[config.mk]
export PLATFORM = sky130hd
export DESIGN_NAME = tdc_top
export DESIGN_NICKNAME = d
export VERILOG_FILES = /design/src/tdc_pkg.sv /design/src/tdc_phase_if.sv /design/src/tdc_phase.sv /design/src/tdc_top.sv
export VERILOG_INCLUDE_DIRS = /design/src
export SDC_FILE = /design/constraint.sdc
export NUM_CORES = 1
export LEC_CHECK = 0
export ABC_CLOCK_PERIOD_IN_PS = 5400
export BUFFER_PORTS_ARGS = -buffer_cell sky130_fd_sc_hd__buf_2
export CAP_MARGIN = 10
export CORE_ASPECT_RATIO = 0.9
export CORE_UTILIZATION = 25
export CTS_CLUSTER_SIZE = 30
export DETAILED_ROUTE_END_ITERATION = 16
export PLACE_DENSITY = 0.47
export SLEW_MARGIN = 20
export SYNTH_ARGS = -nofsm -noshare
export SYNTH_HDL_FRONTEND = slang
export SYNTH_HIERARCHICAL = 1
export SYNTH_SLANG_ARGS = --single-unit
[constraint.sdc]
create_clock -name mclk_i -period 5.4 [get_ports mclk_i]
set_input_delay 0.54 -clock mclk_i [delete_from_list [all_inputs] [get_ports mclk_i]]
set_output_delay 0.54 -clock mclk_i [all_outputs]
set_load 0.005 [all_outputs]
[src/tdc_map.svh]
`ifndef TDC_MAP_SVH
`define TDC_MAP_SVH
// ************************************************************
// Register offsets (byte addresses, word aligned)
// ************************************************************
`define TDC_OFS_DEADTIME 8'h00
`define TDC_OFS_CALIB 8'h04
`define TDC_OFS_MODE 8'h08
`define TDC_OFS_FMASK 8'h0c
`define TDC_OFS_STATUS 8'h10
`define TDC_OFS_INT_CLR 8'h14
`define TDC_OFS_INT_EN 8'h18
`define TDC_OFS_UNLOCK 8'h1c
`define TDC_OFS_GATES 8'h20
// ************************************************************
// Fields and values
// ************************************************************
`define TDC_MODE_SIMUL 0
`define TDC_MODE_DESAT 1
`define TDC_MODE_ZERO_DT 2
`define TDC_MODE_LOCK 3
`define TDC_UNLOCK_KEY 32'h0000_5a3c
`define TDC_DT_RESET 8'h14
`define TDC_CAL_RESET 8'h80
`define TDC_DT_STEP_NS 50
`define TDC_DT_MAX_NS 12000
`define TDC_CLK_NS 25
`define TDC_DT_STEP_CYC ((`TDC_DT_STEP_NS + `TDC_CLK_NS - 1) / `TDC_CLK_NS)
`define TDC_DT_MAX_STEPS (`TDC_DT_MAX_NS / `TDC_DT_STEP_NS)
`define TDC_BLANK_NS 500
`define TDC_BLANK_CYC (`TDC_BLANK_NS / `TDC_CLK_NS)
`endif

[src/tdc_pkg.sv]
package tdc_pkg;
  // Dead-time setting in 50 ns steps, 0..255, clamped to 240 in use
  typedef logic [7:0] tdc_dt_type;
  // Per-phase switch state
  typedef enum logic [1:0] {TDC_OFF, TDC_WAIT_HS, TDC_WAIT_LS} tdc_phase_type;
endpackage : tdc_pkg

[src/tdc_phase_if.sv]
`timescale 1ns/1ps
`default_nettype none
// Bundle between the top and one phase channel
interface tdc_phase_if;
  logic hs_cmd_n;     // High-side command, active low
  logic ls_cmd;       // Low-side command
  logic hs_gate;      // High-side gate-on request
  logic ls_gate;      // Low-side gate-on request
  logic blank;        // Low-side current-limit blanking active
  logic ls_seen;      // Low side switched on since enable
  modport ctrl (output hs_cmd_n, output ls_cmd, input hs_gate, input ls_gate,
    input blank, input ls_seen);
  modport chan (input hs_cmd_n, input ls_cmd, output hs_gate, output ls_gate,
    output blank, output ls_seen);
endinterface : tdc_phase_if
`default_nettype wire

[src/tdc_phase.sv]
`timescale 1ns/1ps
`default_nettype none
`include "tdc_map.svh"
// One phase: edge-sensitive commands, dead-time interlock, blanking
module tdc_phase (
  // Clock and reset
  input wire logic mclk_i,
  input wire logic reset_i,
  // Configuration
  input wire logic step_i,          // 50 ns tick
  input wire tdc_pkg::tdc_dt_type dt_i,
  input wire logic simul_i,
  input wire logic en_i,
  // Phase bundle
  tdc_phase_if.chan ph
);
  import tdc_pkg::*;
  logic hs_d_reg;                   // Previous command levels
  logic ls_d_reg;
  logic [7:0] dt_reg;               // Dead-time steps remaining
  logic [4:0] blank_reg;            // Blanking cycles remaining
  logic hs_req_reg;                 // Pending wanted switch
  logic ls_req_reg;
  logic hs_g_reg;
  logic ls_g_reg;
  logic seen_reg;
  logic hs_rise;
  logic ls_rise;
  logic hs_fall;
  logic ls_fall;
  logic dt_done;
  assign hs_rise = hs_d_reg & ~ph.hs_cmd_n;
  assign hs_fall = ~hs_d_reg & ph.hs_cmd_n;
  assign ls_rise = ~ls_d_reg & ph.ls_cmd;
  assign ls_fall = ls_d_reg & ~ph.ls_cmd;
  assign dt_done = (dt_reg == 8'h00);
  // Edge history; reset values mean inactive
  always_ff @(posedge mclk_i) begin
    if (reset_i) begin
      hs_d_reg <= 1'b1;
      ls_d_reg <= 1'b0;
    end else begin
      hs_d_reg <= ph.hs_cmd_n;
      ls_d_reg <= ph.ls_cmd;
    end
  end
  // Dead-time counter restarts on any turn-off of either switch, except in simul mode
  always_ff @(posedge mclk_i) begin
    if (reset_i || !en_i) begin
      dt_reg <= 8'h00;                              // see (RULE17)
    end else if ((hs_g_reg && (hs_fall || ls_rise) && !simul_i) ||
                 (ls_g_reg && (ls_fall || hs_rise) && !simul_i)) begin
      dt_reg <= dt_i;                               // see (RULE10)
    end else if (!dt_done && step_i) begin
      dt_reg <= dt_reg - 8'h01;
    end
  end
  // Pending requests follow command edges
  always_ff @(posedge mclk_i) begin
    if (reset_i || !en_i) begin
      hs_req_reg <= 1'b0;
      ls_req_reg <= 1'b0;
    end else begin
      // A leading edge drops the other side's pending request; not in
      // simul mode, where both may be wanted at once
      if (hs_rise) hs_req_reg <= 1'b1;
      else if (hs_fall || (ls_rise && !simul_i)) hs_req_reg <= 1'b0; // see (RULE8)
      if (ls_rise) ls_req_reg <= 1'b1;
      else if (ls_fall || (hs_rise && !simul_i)) ls_req_reg <= 1'b0; // see (RULE8)
    end
  end
  // Gates: leading edge drops the complement at once, turn-on waits
  always_ff @(posedge mclk_i) begin
    if (reset_i || !en_i) begin
      hs_g_reg <= 1'b0;                             // see (RULE17)
      ls_g_reg <= 1'b0;
    end else if (simul_i) begin
      // Both may conduct; no interlock
      hs_g_reg <= hs_req_reg && seen_reg;           // see (RULE16)
      ls_g_reg <= ls_req_reg;
    end else begin
      if (hs_fall || ls_rise) hs_g_reg <= 1'b0;     // see (RULE8)
      // A pending low-side request wins a tie, so both never start together
      else if (hs_req_reg && !ls_req_reg && !ls_g_reg && dt_done && seen_reg) begin
        hs_g_reg <= 1'b1;                           // see (RULE9) see (RULE11) see (RULE12)
      end
      if (ls_fall || hs_rise) ls_g_reg <= 1'b0;     // see (RULE8)
      else if (ls_req_reg && !hs_g_reg && dt_done) begin
        ls_g_reg <= 1'b1;                           // see (RULE11)
      end
    end
  end
  // Bootstrap guard: low side must conduct once after enable
  always_ff @(posedge mclk_i) begin
    if (reset_i || !en_i) seen_reg <= 1'b0;
    else if (ls_g_reg) seen_reg <= 1'b1;            // see (RULE16)
  end
  // Current-limit blanking after every input change, off in simul mode
  always_ff @(posedge mclk_i) begin
    if (reset_i || simul_i) begin
      blank_reg <= 5'h00;                           // see (RULE3)
    end else if (hs_rise || hs_fall || ls_rise || ls_fall) begin
      blank_reg <= 5'(`TDC_BLANK_CYC);              // see (RULE13)
    end else if (blank_reg != 5'h00) begin
      blank_reg <= blank_reg - 5'h01;
    end
  end
  assign ph.hs_gate = hs_g_reg;
  assign ph.ls_gate = ls_g_reg;
  assign ph.blank = (blank_reg != 5'h00);
  assign ph.ls_seen = seen_reg;
  // ************************************************************
  // Checks
  // ************************************************************
  never_both_a: assert property (@(posedge mclk_i) disable iff (reset_i) // see (RULE11)
    !simul_i |-> !(hs_g_reg && ls_g_reg)) else $error("both gates on");
  edge_off_a: assert property (@(posedge mclk_i) disable iff (reset_i) // see (RULE8)
    (!simul_i && hs_rise && en_i) |=> !ls_g_reg) else $error("complement not off");
  hs_guard_a: assert property (@(posedge mclk_i) disable iff (reset_i) // see (RULE16)
    $rose(hs_g_reg) |-> $past(seen_reg)) else $error("hs before ls");
  dt_wait_a: assert property (@(posedge mclk_i) disable iff (reset_i) // see (RULE9)
    (!simul_i && $rose(hs_g_reg)) |-> $past(dt_done)) else $error("dead-time cut");
  dt_load_a: assert property (@(posedge mclk_i) disable iff (reset_i) // see (RULE10)
    (en_i && !simul_i && ls_g_reg && hs_rise) |=> dt_reg == $past(dt_i))
    else $error("dead-time not started");
  blank_a: assert property (@(posedge mclk_i) disable iff (reset_i) // see (RULE13)
    (!simul_i && ls_rise) |=> ph.blank) else $error("no blanking");
  cv_hs_on_c: cover property (@(posedge mclk_i) $rose(hs_g_reg));
  cv_swap_c: cover property (@(posedge mclk_i) ls_g_reg ##[1:600] hs_g_reg);
endmodule : tdc_phase
`default_nettype wire

[src/tdc_top.sv]
// Design decisions made here: the placing of the registers and the Avalon-MM interface to the registers.
`timescale 1ns/1ps
`default_nettype none
`include "tdc_map.svh"
// Overview of operation
// (RULE1) Dead-time programmable, 50 ns steps, 0-12 us
// (RULE2) Host calibrates dead-time through register port
// (RULE3) Simultaneous conduction disables blanking delay
// (RULE4) Simultaneous mode settable once per reset
// (RULE5) Modes selectable, then locked by command
// (RULE6) Each fault source reported or suppressed
// (RULE7) Status registers readable by host
// (RULE8) Leading edge turns complement off immediately
// (RULE9) Commanded switch on after dead-time
// (RULE10) Dead-time starts at any turn-off
// (RULE11) Complement blocked until dead-time elapses
// (RULE12) Late command executes without delay
// (RULE13) Low-side current limit blanked after change
// (RULE14) Host drives high-side commands active low
// (RULE15) Host drives low-side commands active high
// (RULE16) High side refused until low side once
// (RULE17) Reset clears gates, counters, lock

module tdc_top (
  // Clock and reset
  input wire logic mclk_i,
  input wire logic reset_i,
  // Enables
  input wire logic enable_i,
  // Phase commands
  input wire logic phase_a_high_command_n_i,
  input wire logic phase_a_low_command_i,
  input wire logic phase_b_high_command_n_i,
  input wire logic phase_b_low_command_i,
  input wire logic phase_c_high_command_n_i,
  input wire logic phase_c_low_command_i,
  // Fault inputs: overcurrent, desaturation, phase error
  input wire logic [2:0] fault_i,
  // Avalon-MM slave
  input wire logic [7:0] avs_address,
  input wire logic avs_read,
  input wire logic avs_write,
  input wire logic [31:0] avs_writedata,
  output logic [31:0] avs_readdata,
  output logic avs_waitrequest,
  // Gate requests {c,b,a}
  output logic [2:0] hs_gate_o,
  output logic [2:0] ls_gate_o,
  output logic [2:0] blank_o,
  output logic irq_o
);
  import tdc_pkg::*;
  // ************************************************************
  // Configuration registers
  // ************************************************************
  tdc_dt_type dt_reg;           // Requested dead-time steps
  logic [7:0] cal_reg;          // Calibration trim, 0x80 = unity
  logic [3:0] mode_reg;         // Simul, desat, zero dead-time, lock
  logic simul_set_reg;          // Simul bit already written once
  logic unlock_reg;             // Key written, arms simul write
  logic [2:0] fmask_reg;        // Fault report enables
  logic [2:0] status_reg;       // Sticky faults
  logic [2:0] int_en_reg;

  // Tick divider
  logic [5:0] step_cnt_reg;
  logic step_reg;
  logic ack_reg;                // Bus answer cycle

  // Internal nets
  tdc_dt_type dt_eff;           // Dead-time handed to the phases
  logic [15:0] dt_prod;         // Setting times calibration
  // Qualified bus strobes
  logic wr;
  logic rd;
  // Per-phase views {c,b,a}
  logic [2:0] hs_w;
  logic [2:0] ls_w;
  logic [2:0] bl_w;
  logic [2:0] seen_w;
  // Commands gathered {c,b,a}
  logic [2:0] hs_cmd_w;
  logic [2:0] ls_cmd_w;
  // Status update terms
  logic [2:0] clr_w;
  logic [2:0] rep_w;

  // A write lands where waitrequest is seen low; a read is fetched in
  // the wait cycle, so its data stand at that same edge
  assign wr = avs_write && ack_reg;
  assign rd = avs_read && !ack_reg;

  // Calibrated dead-time, clamped to 12 us; zero mode forces none
  // cal_reg is a fraction with 0x80 as one
  assign dt_prod = dt_reg * cal_reg;
  always_comb begin
    dt_eff = dt_prod[14:7];                              // see (RULE2)
    // Bit 15 set means far beyond range
    if (dt_prod[15] || dt_prod[14:7] > 8'(`TDC_DT_MAX_STEPS)) begin
      dt_eff = 8'(`TDC_DT_MAX_STEPS);                    // see (RULE1)
    end
    // Zero mode overrides setting and calibration
    if (mode_reg[`TDC_MODE_ZERO_DT]) dt_eff = 8'h00;
  end

  // 50 ns tick divider; an enable pulse, so all stays on one clock
  // Wraps after one step's worth of cycles
  always_ff @(posedge mclk_i) begin
    if (reset_i || step_cnt_reg == 6'(`TDC_DT_STEP_CYC - 1)) begin
      step_cnt_reg <= 6'h00;
    end else begin
      step_cnt_reg <= step_cnt_reg + 6'h01;
    end
  end

  // Registered tick shared by all three phases
  always_ff @(posedge mclk_i) begin
    if (reset_i) step_reg <= 1'b0;
    else step_reg <= (step_cnt_reg == 6'(`TDC_DT_STEP_CYC - 1)); // see (RULE1)
  end

  // ************************************************************
  // Register writes
  // ************************************************************
  // Dead-time and calibration
  always_ff @(posedge mclk_i) begin
    if (reset_i) begin
      dt_reg <= `TDC_DT_RESET;
      cal_reg <= `TDC_CAL_RESET;
    end else if (wr && avs_address == `TDC_OFS_DEADTIME) begin
      dt_reg <= avs_writedata[7:0];                      // see (RULE1)
    end else if (wr && avs_address == `TDC_OFS_CALIB) begin
      cal_reg <= avs_writedata[7:0];                     // see (RULE2)
    end
  end

  // Unlock key must precede a simul-mode write
  // Any other write disarms it, so the key cannot linger
  always_ff @(posedge mclk_i) begin
    if (reset_i) unlock_reg <= 1'b0;
    else if (wr) unlock_reg <= (avs_address == `TDC_OFS_UNLOCK) &&
                               (avs_writedata == `TDC_UNLOCK_KEY); // see (RULE4)
  end

  // Modes: frozen once lock set; simul bit writable once per reset
  // The lock freezes every bit, simul included
  always_ff @(posedge mclk_i) begin
    if (reset_i) begin
      mode_reg <= 4'h0;                                  // see (RULE17)
      simul_set_reg <= 1'b0;
    end else if (wr && avs_address == `TDC_OFS_MODE && !mode_reg[`TDC_MODE_LOCK]) begin
      mode_reg[2:1] <= avs_writedata[2:1];               // see (RULE5)
      mode_reg[`TDC_MODE_LOCK] <= avs_writedata[`TDC_MODE_LOCK];
      // Simul bit needs the key just before and no earlier take
      if (unlock_reg && !simul_set_reg) begin
        mode_reg[`TDC_MODE_SIMUL] <= avs_writedata[`TDC_MODE_SIMUL]; // see (RULE4)
        simul_set_reg <= 1'b1;
      end
    end
  end

  // Fault masks and interrupt enables
  // A cleared mask bit hides the fault from status and interrupt
  always_ff @(posedge mclk_i) begin
    if (reset_i) begin
      fmask_reg <= 3'h7;
      int_en_reg <= 3'h0;
    end else if (wr && avs_address == `TDC_OFS_FMASK) begin
      fmask_reg <= avs_writedata[2:0];                   // see (RULE6)
    end else if (wr && avs_address == `TDC_OFS_INT_EN) begin
      int_en_reg <= avs_writedata[2:0];
    end
  end

  // Sticky status; a new fault wins over a clear
  // A fault held as a level sets its bit again at once
  // Clear strobe from the write-only register
  assign clr_w = (wr && avs_address == `TDC_OFS_INT_CLR) ? avs_writedata[2:0] : 3'h0;
  // Faults that pass the report mask
  assign rep_w = fault_i & fmask_reg;
  always_ff @(posedge mclk_i) begin
    if (reset_i) status_reg <= 3'h0;
    else status_reg <= (status_reg & ~clr_w) | rep_w;    // see (RULE6)
  end

  // Level interrupt, one cycle behind the status
  always_ff @(posedge mclk_i) begin
    if (reset_i) irq_o <= 1'b0;
    else irq_o <= |(status_reg & int_en_reg);
  end

  // ************************************************************
  // Bus answer: one wait cycle, then ack with registered data
  // ************************************************************
  // Ack stands one cycle per request; a held request is answered
  // again only after a cycle with ack low
  // Ack is low after reset, so a first request sees waitrequest high
  always_ff @(posedge mclk_i) begin
    if (reset_i) ack_reg <= 1'b0;
    else ack_reg <= (avs_read || avs_write) && !ack_reg;
  end

  // Combinational on purpose: a registered waitrequest would cost
  // a second wait cycle on every access
  always_comb avs_waitrequest = (avs_read || avs_write) && !ack_reg;

  // Read data registered in the wait cycle, held until the next read
  always_ff @(posedge mclk_i) begin
    if (reset_i) begin
      avs_readdata <= 32'h0000_0000;
    end else if (rd) begin
      unique case (avs_address)
        `TDC_OFS_DEADTIME: avs_readdata <= {24'h0, dt_reg};
        `TDC_OFS_CALIB: avs_readdata <= {24'h0, cal_reg};
        `TDC_OFS_MODE: avs_readdata <= {28'h0, mode_reg};
        `TDC_OFS_FMASK: avs_readdata <= {29'h0, fmask_reg};
        `TDC_OFS_STATUS: avs_readdata <= {29'h0, status_reg}; // see (RULE7)
        `TDC_OFS_INT_EN: avs_readdata <= {29'h0, int_en_reg};
        `TDC_OFS_GATES: avs_readdata <= {20'h0, seen_w, bl_w, ls_w, hs_w}; // see (RULE7)
        // Write-only and unmapped offsets read as zero, so a stray
        // read never shows old data
        default: avs_readdata <= 32'h0000_0000;
      endcase
    end
  end

  // ************************************************************
  // Phase channels
  // ************************************************************
  // Inputs assumed driven to their documented polarity by the host;
  // they are taken as synchronous, with no resynchronising stage
  assign hs_cmd_w = {phase_c_high_command_n_i, phase_b_high_command_n_i,
                     phase_a_high_command_n_i};           // see (RULE14)
  assign ls_cmd_w = {phase_c_low_command_i, phase_b_low_command_i,
                     phase_a_low_command_i};              // see (RULE15)

  // Three identical channels, each with its own bundle
  genvar g;
  generate
    for (g = 0; g < 3; g++) begin : g_ph
      // Bundle fed from the pins and read back for status
      tdc_phase_if pif ();
      assign pif.hs_cmd_n = hs_cmd_w[g];
      assign pif.ls_cmd = ls_cmd_w[g];
      assign hs_w[g] = pif.hs_gate;
      assign ls_w[g] = pif.ls_gate;
      assign bl_w[g] = pif.blank;
      assign seen_w[g] = pif.ls_seen;
      // Enable low empties the channel
      tdc_phase u_ph (
        .mclk_i(mclk_i),
        .reset_i(reset_i),
        .step_i(step_reg),
        .dt_i(dt_eff),
        .simul_i(mode_reg[`TDC_MODE_SIMUL]),
        .en_i(enable_i),
        .ph(pif)
      );
    end
  endgenerate

  // Output registers; reset holds all gates off
  // This stage adds one cycle to every gate edge at the pins
  always_ff @(posedge mclk_i) begin
    if (reset_i) begin
      hs_gate_o <= 3'h0;                                 // see (RULE17)
      ls_gate_o <= 3'h0;
      blank_o <= 3'h0;
    end else begin
      hs_gate_o <= hs_w;
      ls_gate_o <= ls_w;
      blank_o <= bl_w;
    end
  end

  // ************************************************************
  // Checks
  // ************************************************************
  // Nothing of the mode moves once locked
  lock_hold_a: assert property (@(posedge mclk_i) disable iff (reset_i) // see (RULE5)
    $past(mode_reg[`TDC_MODE_LOCK]) |-> $stable(mode_reg)) else $error("locked mode changed");
  // Simul bit taken at most once per reset
  simul_once_a: assert property (@(posedge mclk_i) disable iff (reset_i) // see (RULE4)
    $past(simul_set_reg) |-> $stable(mode_reg[`TDC_MODE_SIMUL])) else $error("simul changed twice");
  // A reported fault on source 0 always reaches status
  stat_set_a: assert property (@(posedge mclk_i) disable iff (reset_i) // see (RULE6)
    (fault_i[0] && fmask_reg[0]) |=> status_reg[0]) else $error("fault lost");
  // A suppressed fault on source 0 never does
  stat_mask_a: assert property (@(posedge mclk_i) disable iff (reset_i) // see (RULE6)
    (!status_reg[0] && !(fault_i[0] && fmask_reg[0])) |=> !status_reg[0])
    else $error("masked fault set");
  // Effective dead-time never above 12 us
  dt_clamp_a: assert property (@(posedge mclk_i) disable iff (reset_i) // see (RULE1)
    dt_eff <= 8'(`TDC_DT_MAX_STEPS)) else $error("dead-time over range");
  // Status read returns the live value
  rd_back_a: assert property (@(posedge mclk_i) disable iff (reset_i) // see (RULE7)
    (rd && avs_address == `TDC_OFS_STATUS) |=> avs_readdata[2:0] == $past(status_reg))
    else $error("status read wrong");

  // Main scenarios
  cv_lock_c: cover property (@(posedge mclk_i) $rose(mode_reg[`TDC_MODE_LOCK]));
  cv_irq_c: cover property (@(posedge mclk_i) $rose(irq_o));
  cv_simul_c: cover property (@(posedge mclk_i) $rose(mode_reg[`TDC_MODE_SIMUL]));
endmodule : tdc_top
`default_nettype wire

==> metrics.md, run 1 <==
| Metric | Value |
|---|---|
| Fin nets | 1171 |
| Clk slew on worst S/H paths | 60 ps |
| Slowest cell on crit path | fa_1 |
| Routed wire length | 21.7 mm |
| Fmax | 0.196 GHz |
| Unrepaired setup endpoints after global routing | false |
| Final Hold Vio Count | 0 |
| Largest net degree at the start of global routing | 77 |
| Tot Pwr | 0.00225 W |
| Worst-margin pin slew | 860 ps |
| Most frequent CP cell | fa_1 |
| Cell depth of the worst setup path | 17 |
| Status | complete, no violations |
| Pleak | 4.04 nW |
| Largest family of logic cells by synthesized area | simple AND/OR/NAND/NOR gates |
| Slew margin rel. | 42.7% |
| Worst path cell trace | and2_1, fa_1, fa_1, fa_1, inv_1, fa_1, inv_1, ha_1, a21oi_1, o21ai_0, a41oi_2, o21ai_0, or2_2, a21oi_1, buf_4, a21oi_1, a211oi_1 |
| Worst r2r src | dt_reg[3]$_SDFFE_PP0P_ |
| Hold path depth | 2 |
| Wl on met1 | 10.9 mm |
| Ant diodes | 0 |
| Async set-or-reset flop fraction in the synthesized netlist | 0% |
| EDFF count, synth | 0 |
| CORE AREA | 0.0318 mm² |
| Area leader, netlist | dfxtp_1 |
| Worst path bufs/invs | 3 |
| DR top layer | met4 |
| Synth Area per Inst | 8.53 µm² |
| Post-DP HPWL | 16.3 mm |
| Design area | 0.00955 mm² |
| Most used DFF post-synth | dfxtp_1 |
| Max cap viols | 0 |
| First-pass GRT wire length | 36.1 mm |
| Crit-path max FO | 6 |
| DRT Pass-1 Iters | 6 |
| CP required | 5710 ps |
| Reg2Reg Depth | 17 |
| Post-Syn Instances | 946 |
| # DRC | 0 |
| CP arrival | 5410 ps |
| Vias in the first global route | 6894 |
| Worst setup path class | reg2reg |
| Post-route setup TNS | 0 ps |
| Most frequent cell after synthesis | dfxtp_1 |
| Hold WC Path Type | in2reg |
| Maximum VDD drop | 0.213 mV |
| Skew final | 9.05 ps |
| Sequential share of the synthesized area | 30.0% |
| CTS tree | done |
| Initial antenna violation count | 0 |
| Post-Synth XOR/XNOR Area | 2.28% |
| Longest Clk Path Bufs | 2 |
| Cell Area, Placed | 0.00891 mm² |
| Layout cells sized above 1 | 16.7% |
| Die Area | 0.0330 mm² |
| Clock Sink Count | 121 |
| Initial Util | 25.4% |
| IO Port Bufs | 76 |
| Register-to-Register Setup Slack | 300 ps |
| Die W | 191 µm |
| Max incr delay on CP | 550 ps |
| Iter 0 DRT Violations | 464 |
| Synth warn | 6 |
| GR Overflow Total | 0 |
| Synth Area in Compound Gates | 15.3% |
| Fin crit share | 94.4% |
| Area contributors post-synth | dfxtp_1 30%, fa_1 8.7%, ha_1 7.7% |
| H-tree levels | 4 |
| Root buffer cell | clkbuf_16 |
| Area delta synth->final | 18.3% |
| Hold_sp | phase_a_high_command_n_i |
| Worst setup EP type | register |
| Max reg flops | 24 |
| Final Setup Violations | 0 |
| DR WL/cell | 14.9 µm |
| Via density | 4.68 |
| Metal3 WL | 692 µm |
| Die Span Y | 172 µm |
| Clock period minus worst slack | 5100 ps |
| Synth Area in Simple Gates | 26.5% |
| Synth top area share | 30.0% |
| Seq cells post-synth | 121 |
| CP startpoint | dt_reg[3]$_SDFFE_PP0P_ |
| Placement row count | 62 |
| Top Family by Delay on Critical Path | adder cells |
| Met2 WL | 9.69 mm |
| Worst setup SP type | register |
| Adder-Cell Fraction of Synth Area | 16.4% |
| Top cells by count, synth | 121 x dfxtp_1, 105 x nor2_1, 81 x inv_1, 71 x a21oi_1, 62 x nand2_1 |
| # IOs | 97 |
| Mux contribution to synthesized area | 2.23% |
| Post-synthesis cell area | 0.00807 mm² |
| Antenna-violating nets left | 0 |
| Unique masters post-synth | 70 |
| Vias | 6831 |
| GRT Total Usage | 13.9% |
| Slew Limit Fails | 0 |
| Clk_lat worst skew | 420 ps |
| Power per Cell Area | 235 mW/mm² |
| Num CTS Buffers | 17 |
| GP Congestion | 0.815 |
==> worst paths after layout <==
path | end
worst min register to register | avs_readdata[8]$_SDFFE_PP0P_
worst max register to register | g_ph[1].u_ph/dt_reg[5]$_SDFFE_PP0P_
worst max-delay path | g_ph[1].u_ph/dt_reg[5]$_SDFFE_PP0P_
worst min-delay path | g_ph[0].u_ph/hs_d_reg$_SDFF_PP1_
==> through the flow <==
stage	hold slack [ps]	worst slack (ps)	instances	utilization (%)
global placement	444	198	1428	28.0
floorplan	429	552	965	-
global route	339	5.33	1461	30.0
finish	350	300	1461	30.0
detailed placement	445	98.1	1428	28.0
CTS	335	77.5	1460	29.8
==> metal layers <==
metal | track usage (%) | vias to the layer above
li1 | - | 3423
met1 | 18.8 | 3268
met3 | 2.62 | 20
met2 | 22.3 | 120
met5 | 0 | -
met4 | 4.45 | 0
==> power by group <==
part	leakage (nW)	internal [W]	total (W)	switching, W
combinational	2.77	0.0000695	0.000176	0.000106
clock	0.278	0.000684	0.00113	0.000447
sequential	0.986	0.000917	0.000938	0.0000212
total	4.04	0.00167	0.00225	0.000575
==> cell type report <==
cell class | instances | area (µm²)
Tap cell | 416 | 520
Inverter | 81 | 304
Clock inverter | 13 | 146
Sequential cell | 121 | 2430
Multi-Input combinational cell | 716 | 5190
Fill cell | 3411 | 22300
Timing Repair Buffer | 95 | 523
Clock buffer | 19 | 433
==> cells by family after synthesis <==
| logic type | count (synthesis) |
|---|---|
| simple gates | 389 |
| flops | 121 |
| other cells | 1 |
| mux | 18 |
| compound gates | 183 |
| xor+xnor | 21 |
| fa+ha+maj | 85 |
| buf+inv | 128 |
==> placed cells by master (no fill, tap or decap), drive strengths merged, types with 5 or more instances in the layout <==
cell type  netlist  routed
nor4             8       8
dfxtp          121     121
nor2b           33      33
nand2           62      62
or3             18      18
a211oi          14      14
clkbuf          18      19
nor3            20      20
a311oi          15      15
nand2b          14      14
ha              50      50
nor2           109     109
o21ai           22      22
a21o             5       5
a21oi           71      71
a211o            6       6
fa              35      35
a22oi            9       9
inv             81      84
conb             1      20
nand3           17      17
or4             10      10
nor3b            9       9
nor4b            5       5
and2            56      56
nand4            5       5
clkinv           0       6
xnor2           13      13
mux2i           18      18
nand3b           6       6
xor2             8       8
a222oi           9       9
or4b             5       5
buf             29      95
a31oi            6       6
==> timing repair <==
item | 4_1_cts | 5_1_grt
endpoints found under the setup margin | 0 | 23
setup buffers | 0 | 1
resized for setup | 0 | 17
hold buffers | 0 | 0
Power figures use the tool's default switching activity.
==> run 2: changes to the inputs <==
Settings changed: CORE_UTILIZATION 25 to 50, CTS_CLUSTER_DIAMETER set to 30, PLACE_DENSITY 0.47 to 0.76.
==> metrics.md, run 2 (synthesis results as in run 1) <==
| Metric | Value |
|---|---|
| Slew Limit Fails | 0 (unchanged) |
| Initial antenna violation count | 0 (unchanged) |
| # DRC | 0 (unchanged) |
| Area delta synth->final | 14.5% |
| GP Congestion | 0.848 (+4.0%) |
| Die Area | 0.0167 mm² (-50%) |
| Worst setup EP type | register |
| Hold WC Path Type | in2reg |
| Placed cell count | 1203 (-16%) |
| Num CTS Buffers | 17 (unchanged) |
| Final Setup Violations | 0 (unchanged) |
| Worst setup path class | reg2reg |
| CP required | 5710 ps (about the same) |
| Via density | 5.60 (+20%) |
| Max reg flops | 24 (unchanged) |
| IO Port Bufs | 76 (unchanged) |
| Most frequent cells in the layout | 116 x dfxtp_1, 105 x nor2_1, 81 x inv_1 |
| First-pass GRT wire length | 32.5 mm (-10%) |
| DR WL/cell | 15.9 µm (+7.4%) |
| Longest Clk Path Bufs | 2 (unchanged) |
| Max cap viols | 0 (unchanged) |
| CORE AREA | 0.0156 mm² (-51%) |
| CP arrival | 5380 ps (-30 ps) |
| Filler cells | 1370 (-60%) |
| Fin nets | 1159 (-1.0%) |
| CTS tree | done |
| # IOs | 97 (unchanged) |
| Worst setup SP type | register |
| Power per Cell Area | 251 mW/mm² (+6.7%) |
| Worst-margin pin slew | 854 ps (-5.70 ps) |
| Antenna-violating nets left | 0 (unchanged) |
| Status | complete, no violations |
| Final std cells w/o fill | 1235 (-15%) |
| Ant diodes | 0 (unchanged) |
| Final hold slack | 349 ps (-0.832 ps) |
| Pleak | 4.01 nW (-0.60%) |
| Skew final | 11.0 ps (+2.00 ps) |
| Crit-path max FO | 10 (+4) |
| Post-route setup TNS | 0 ps (unchanged) |
| Clk slew on worst S/H paths | 60 ps (about the same) |
| Vias in the first global route | 6599 (-4.3%) |
| Largest net degree at the start of global routing | 77 (unchanged) |
| Die Span Y | 123 µm (-29%) |
| Commonest non-fill, non-tap cell in the layout | dfxtp_1 |
| Vias | 6913 (+1.2%) |
| Routed wire length | 19.7 mm (-9.2%) |
| H-tree levels | 4 (unchanged) |
| Hold Buf Count CTS | 0 (unchanged) |
| Final Hold Vio Count | 0 (unchanged) |
| Layout cells sized above 1 | 15.8% (-0.97 points) |
| Unrepaired setup endpoints after global routing | false |
| DRT Pass-1 Iters | 7 (+1) |
| Clock Sink Count | 121 (unchanged) |
| GRT Total Usage | 24.9% (+11 points) |
| Slew margin rel. | 43.0% (+0.30 points) |
| Maximum VDD drop | 0.278 mV (+31%) |
| Fmax | 0.197 GHz (+0.66%) |
| Placement row count | 43 (-31%) |
| Iter 0 DRT Violations | 484 (+4.3%) |
| Clock period minus worst slack | 5070 ps (-33.2 ps) |
| Root buffer cell | clkbuf_16 |
| Post-DP HPWL | 14.4 mm (-12%) |
| Clk_lat worst skew | 420 ps (about the same) |
| Initial Util | 51.7% (+26 points) |
| Fin crit share | 93.8% (-0.62 points) |
| GR Overflow Total | 0 (unchanged) |
| Die W | 136 µm (-29%) |
[run 2: cell types whose count changed in the layout (fill, tap and decap cells not counted), sizes merged]
cell,delta
clkinv,-1
inv,+2
clkinvlp,-1
buf,-12
bufinv,+1
clkbuf,-1
[run 2: path summary, 6_finish.rpt]
check | end | slack (ps) | start | depth (start not counted)
worst max register to register | g_ph[0].u_ph/dt_reg[3]$_SDFFE_PP0P_ | 330 | dt_reg[3]$_SDFFE_PP0P_ | 17
worst max-delay path | g_ph[0].u_ph/dt_reg[3]$_SDFFE_PP0P_ | 330 | dt_reg[3]$_SDFFE_PP0P_ | 17
worst min-delay path | g_ph[2].u_ph/hs_d_reg$_SDFF_PP1_ | 350 | phase_c_high_command_n_i | 2
worst min register to register | avs_readdata[8]$_SDFFE_PP0P_ | 460 | avs_readdata[8]$_SDFFE_PP0P_ | 2
[run 2: cell type report]
cell class / instances / area [µm²] / area share [%]
well taps: 202 / 253 / 2.73
inverters: 81 / 304 / 3.29
multi-input cells: 716 / 5200 / 56.2
repair buffers: 83 / 433 / 4.68
clock inverters: 14 / 186 / 2.02
clock buffers: 18 / 439 / 4.75
flip-flops and latches: 121 / 2430 / 26.3
[run 2: timing repair]
item	4_1_cts	5_1_grt
endpoints found under the setup margin	0	24
setup buffers	0	0
resized for setup	0	16
[run 2: metrics by stage]
step	utilization [%]	worst slack (ps)	area, µm²	power [W]
floorplan	-	552	8140	0.00108
global placement	54.9	300	8560	0.00112
detailed placement	54.9	170	8560	0.00113
CTS	58.9	146	9190	0.00233
global route	59.2	3.02	9240	0.00240
finish	59.2	333	9240	0.00232
[run 2: power breakdown]
group / switching, W / leakage [nW] / internal [W]
registers: 0.0000218 / 0.985 / 0.000917
clock network: 0.000455 / 0.305 / 0.000750
logic: 0.000106 / 2.72 / 0.0000696
[run 2: routing by layer]
layer | global-route usage [%] | share of wire, % | up-vias
li1 | - | - | 3400
met1 | 33.3 | 47 | 3268
met2 | 40.1 | 46 | 211
met4 | 9.58 | 2.1 | 0
met5 | 0 | 0 | -
met3 | 4.21 | 5.0 | 34
[run 2: worst max-delay path: stages (launching register included)]
cell      delay (ps)
dfxtp_1          490
and2_1           200
fa_1             450
fa_1             530
fa_1             550
inv_1             60
fa_1             530
inv_1             40
ha_1             380
a21oi_1          200
o21ai_1          150
a2111o_1         360
nand3_1          160
nor4b_4           90
nor4_1           290
buf_4            180
a21oi_1           40
a311oi_1         270
==> run 3: changes to the inputs <==
Settings changed: PLACE_DENSITY 0.76 to not set, PLACE_DENSITY_LB_ADDON set to 0.05.
==> metrics.md, run 3 (synthesis results as in run 1) <==
| Metric | Value |
|---|---|
| Clock period minus worst slack | 5150 ps (+86.7 ps) |
| Post-DP HPWL | 15.0 mm (+4.1%) |
| GRT Total Usage | 25.4% (+0.52 points) |
| Most frequent CP cell | fa_1 |
| Filler cells | 1435 (+4.7%) |
| Clock Sink Count | 121 (unchanged) |
| Num CTS Buffers | 17 (unchanged) |
| IO Port Bufs | 76 (unchanged) |
| Worst setup SP type | register |
| Worst-margin pin slew | 885 ps (+31.3 ps) |
| Area occupied by registers | 0.00243 mm² (-0.10%) |
| Initial antenna violation count | 0 (unchanged) |
| Worst path cell trace | and2_1, fa_1, fa_1, fa_1, inv_1, fa_1, inv_1, ha_1, a21oi_1, o21ai_0, a21oi_2, o2bb2ai_1, mux2i_1, nor3_2, nand2_1, a21oi_1, a41o_1 |
| Hold_sp | phase_b_high_command_n_i |
| Slew Limit Fails | 0 (unchanged) |
| Status | complete, no violations |
| Worst path bufs/invs | 2 (-1) |
| Clk slew on worst S/H paths | 60 ps (about the same) |
| CTS tree | done |
| CP startpoint | cal_reg[5]$_SDFFE_PP0P_ |
| # IOs | 97 (unchanged) |
| First-pass GRT wire length | 32.6 mm (+0.53%) |
| Pleak | 4.04 nW (+0.68%) |
| Slowest cell on crit path | fa_1 |
| CP arrival | 5470 ps (+90 ps) |
| Worst r2r src | cal_reg[5]$_SDFFE_PP0P_ |
| Clk_lat worst skew | 430 ps (about the same) |
| GP Congestion | 0.899 (+6.0%) |
| Fmax | 0.194 GHz (-1.7%) |
| Dpl ws | 33.8 ps (-136 ps) |
| Vias | 6848 (-0.94%) |
| Vias in the first global route | 6389 (-3.2%) |
| CORE AREA | 0.0156 mm² (unchanged) |
| Iter 0 DRT Violations | 542 (+12%) |
| Max incr delay on CP | 550 ps (about the same) |
| Fin crit share | 95.4% (+1.6 points) |
| Die Span Y | 123 µm (unchanged) |
| Fin nets | 1164 (+0.43%) |
| GR Overflow Total | 0 (unchanged) |
| Skew final | 13.7 ps (+2.65 ps) |
| Placement row count | 43 (unchanged) |
| Layout cells sized above 1 | 15.7% (-0.061 points) |
| Hold WC Path Type | in2reg |
| PnR worst setup slack | 246 ps (-86.7 ps) |
| # DRC | 0 (unchanged) |
| Via density | 5.53 (-1.3%) |
| Slew margin rel. | 40.9% (-2.1 points) |
| Max reg flops | 24 (unchanged) |
| DRT Pass-1 Iters | 5 (-2) |
| DR WL/cell | 16.1 µm (+1.2%) |
| Maximum VDD drop | 0.253 mV (-8.9%) |
| Largest net degree at the start of global routing | 77 (unchanged) |
| Ant diodes | 0 (unchanged) |
| Cell Area, Placed | 0.00859 mm² (+0.35%) |
| Final Setup Violations | 0 (unchanged) |
| Antenna-violating nets left | 0 (unchanged) |
| H-tree levels | 4 (unchanged) |
| Multi-input gate area | 0.00520 mm² (unchanged) |
| CP required | 5720 ps (about the same) |
| Initial Util | 51.7% (unchanged) |
| Final Hold Vio Count | 0 (unchanged) |
| Placed cell count | 1207 (+0.33%) |
| Die Area | 0.0167 mm² (unchanged) |
| Root buffer cell | clkbuf_16 |
| Max cap viols | 0 (unchanged) |
| Design area | 0.00927 mm² (+0.28%) |
| Commonest non-fill, non-tap cell in the layout | dfxtp_1 |
| Final std cells w/o fill | 1239 (+0.32%) |
| Most frequent cells in the layout | 118 x dfxtp_1, 105 x nor2_1, 81 x inv_1 |
| Worst setup path class | reg2reg |
| Final hold slack | 343 ps (-5.50 ps) |
| Power per Cell Area | 249 mW/mm² (-0.59%) |
| Routed wire length | 20.0 mm (+1.6%) |
| Worst setup EP type | register |
| Hold Buf Count CTS | 0 (unchanged) |
| Die W | 136 µm (unchanged) |
| Top Family by Delay on Critical Path | adder cells |
| Longest Clk Path Bufs | 2 (unchanged) |
| Crit-path max FO | 10 (unchanged) |
| Area delta synth->final | 14.8% |
-- run 3: changes by cell type in the layout (fill, tap and decap cells not counted), moves of 2 or more --
| cell | previous run | this run |
|---|---|---|
| buf_4 | 7 | 12 |
| clkbuf_1 | 0 | 2 |
| clkinv_2 | 1 | 3 |
| clkinv_4 | 4 | 2 |
| dfxtp_1 | 116 | 118 |
| dfxtp_2 | 5 | 3 |
| inv_8 | 2 | 0 |
-- run 3: layout make-up --
| type | count | share of cell area (%) |
|---|---|---|
| clock buffer | 20 | 4.82 |
| multi-input combinational | 716 | 56.1 |
| inverter | 81 | 3.28 |
| clock inverter | 11 | 1.84 |
| timing repair buffer | 88 | 5.08 |
| sequential | 121 | 26.2 |
| tap | 202 | 2.73 |
-- run 3: metrics by stage --
step,power [W],TNS (ps),utilization [%]
global route,0.00240,-1.92,59.4
finish,0.00231,0,59.4
detailed placement,0.00113,0,55.1
floorplan,0.00108,0,-
global placement,0.00113,0,55.1
CTS,0.00233,0,59.0
-- run 3: routing by layer --
metal	part of all wire, %	track usage, %
met5	0	0
met3	5.4	4.79
met4	0.86	7.15
met1	50	35.9
met2	44	39.4
-- run 3: worst paths after layout --
check                                   endpoint  slack (ps)  depth (start not counted)
min reg2reg        avs_readdata[10]$_SDFFE_PP0P_         450                          2
max reg2reg  g_ph[0].u_ph/dt_reg[1]$_SDFFE_PP0P_         250                         17
min             g_ph[1].u_ph/hs_d_reg$_SDFF_PP1_         340                          2
max          g_ph[0].u_ph/dt_reg[1]$_SDFFE_PP0P_         250                         17
-- run 3: timing repair --
item,in CTS,in global routing
endpoints found under the setup margin,0,24
setup buffers,0,1
resized for setup,0,13
-- run 3: power by group --
part	total, W	internal [W]	switching, W
Combinational	0.000174	0.0000695	0.000105
Sequential	0.000938	0.000917	0.0000208
Clock	0.00120	0.000783	0.000417
Total	0.00231	0.00177	0.000543
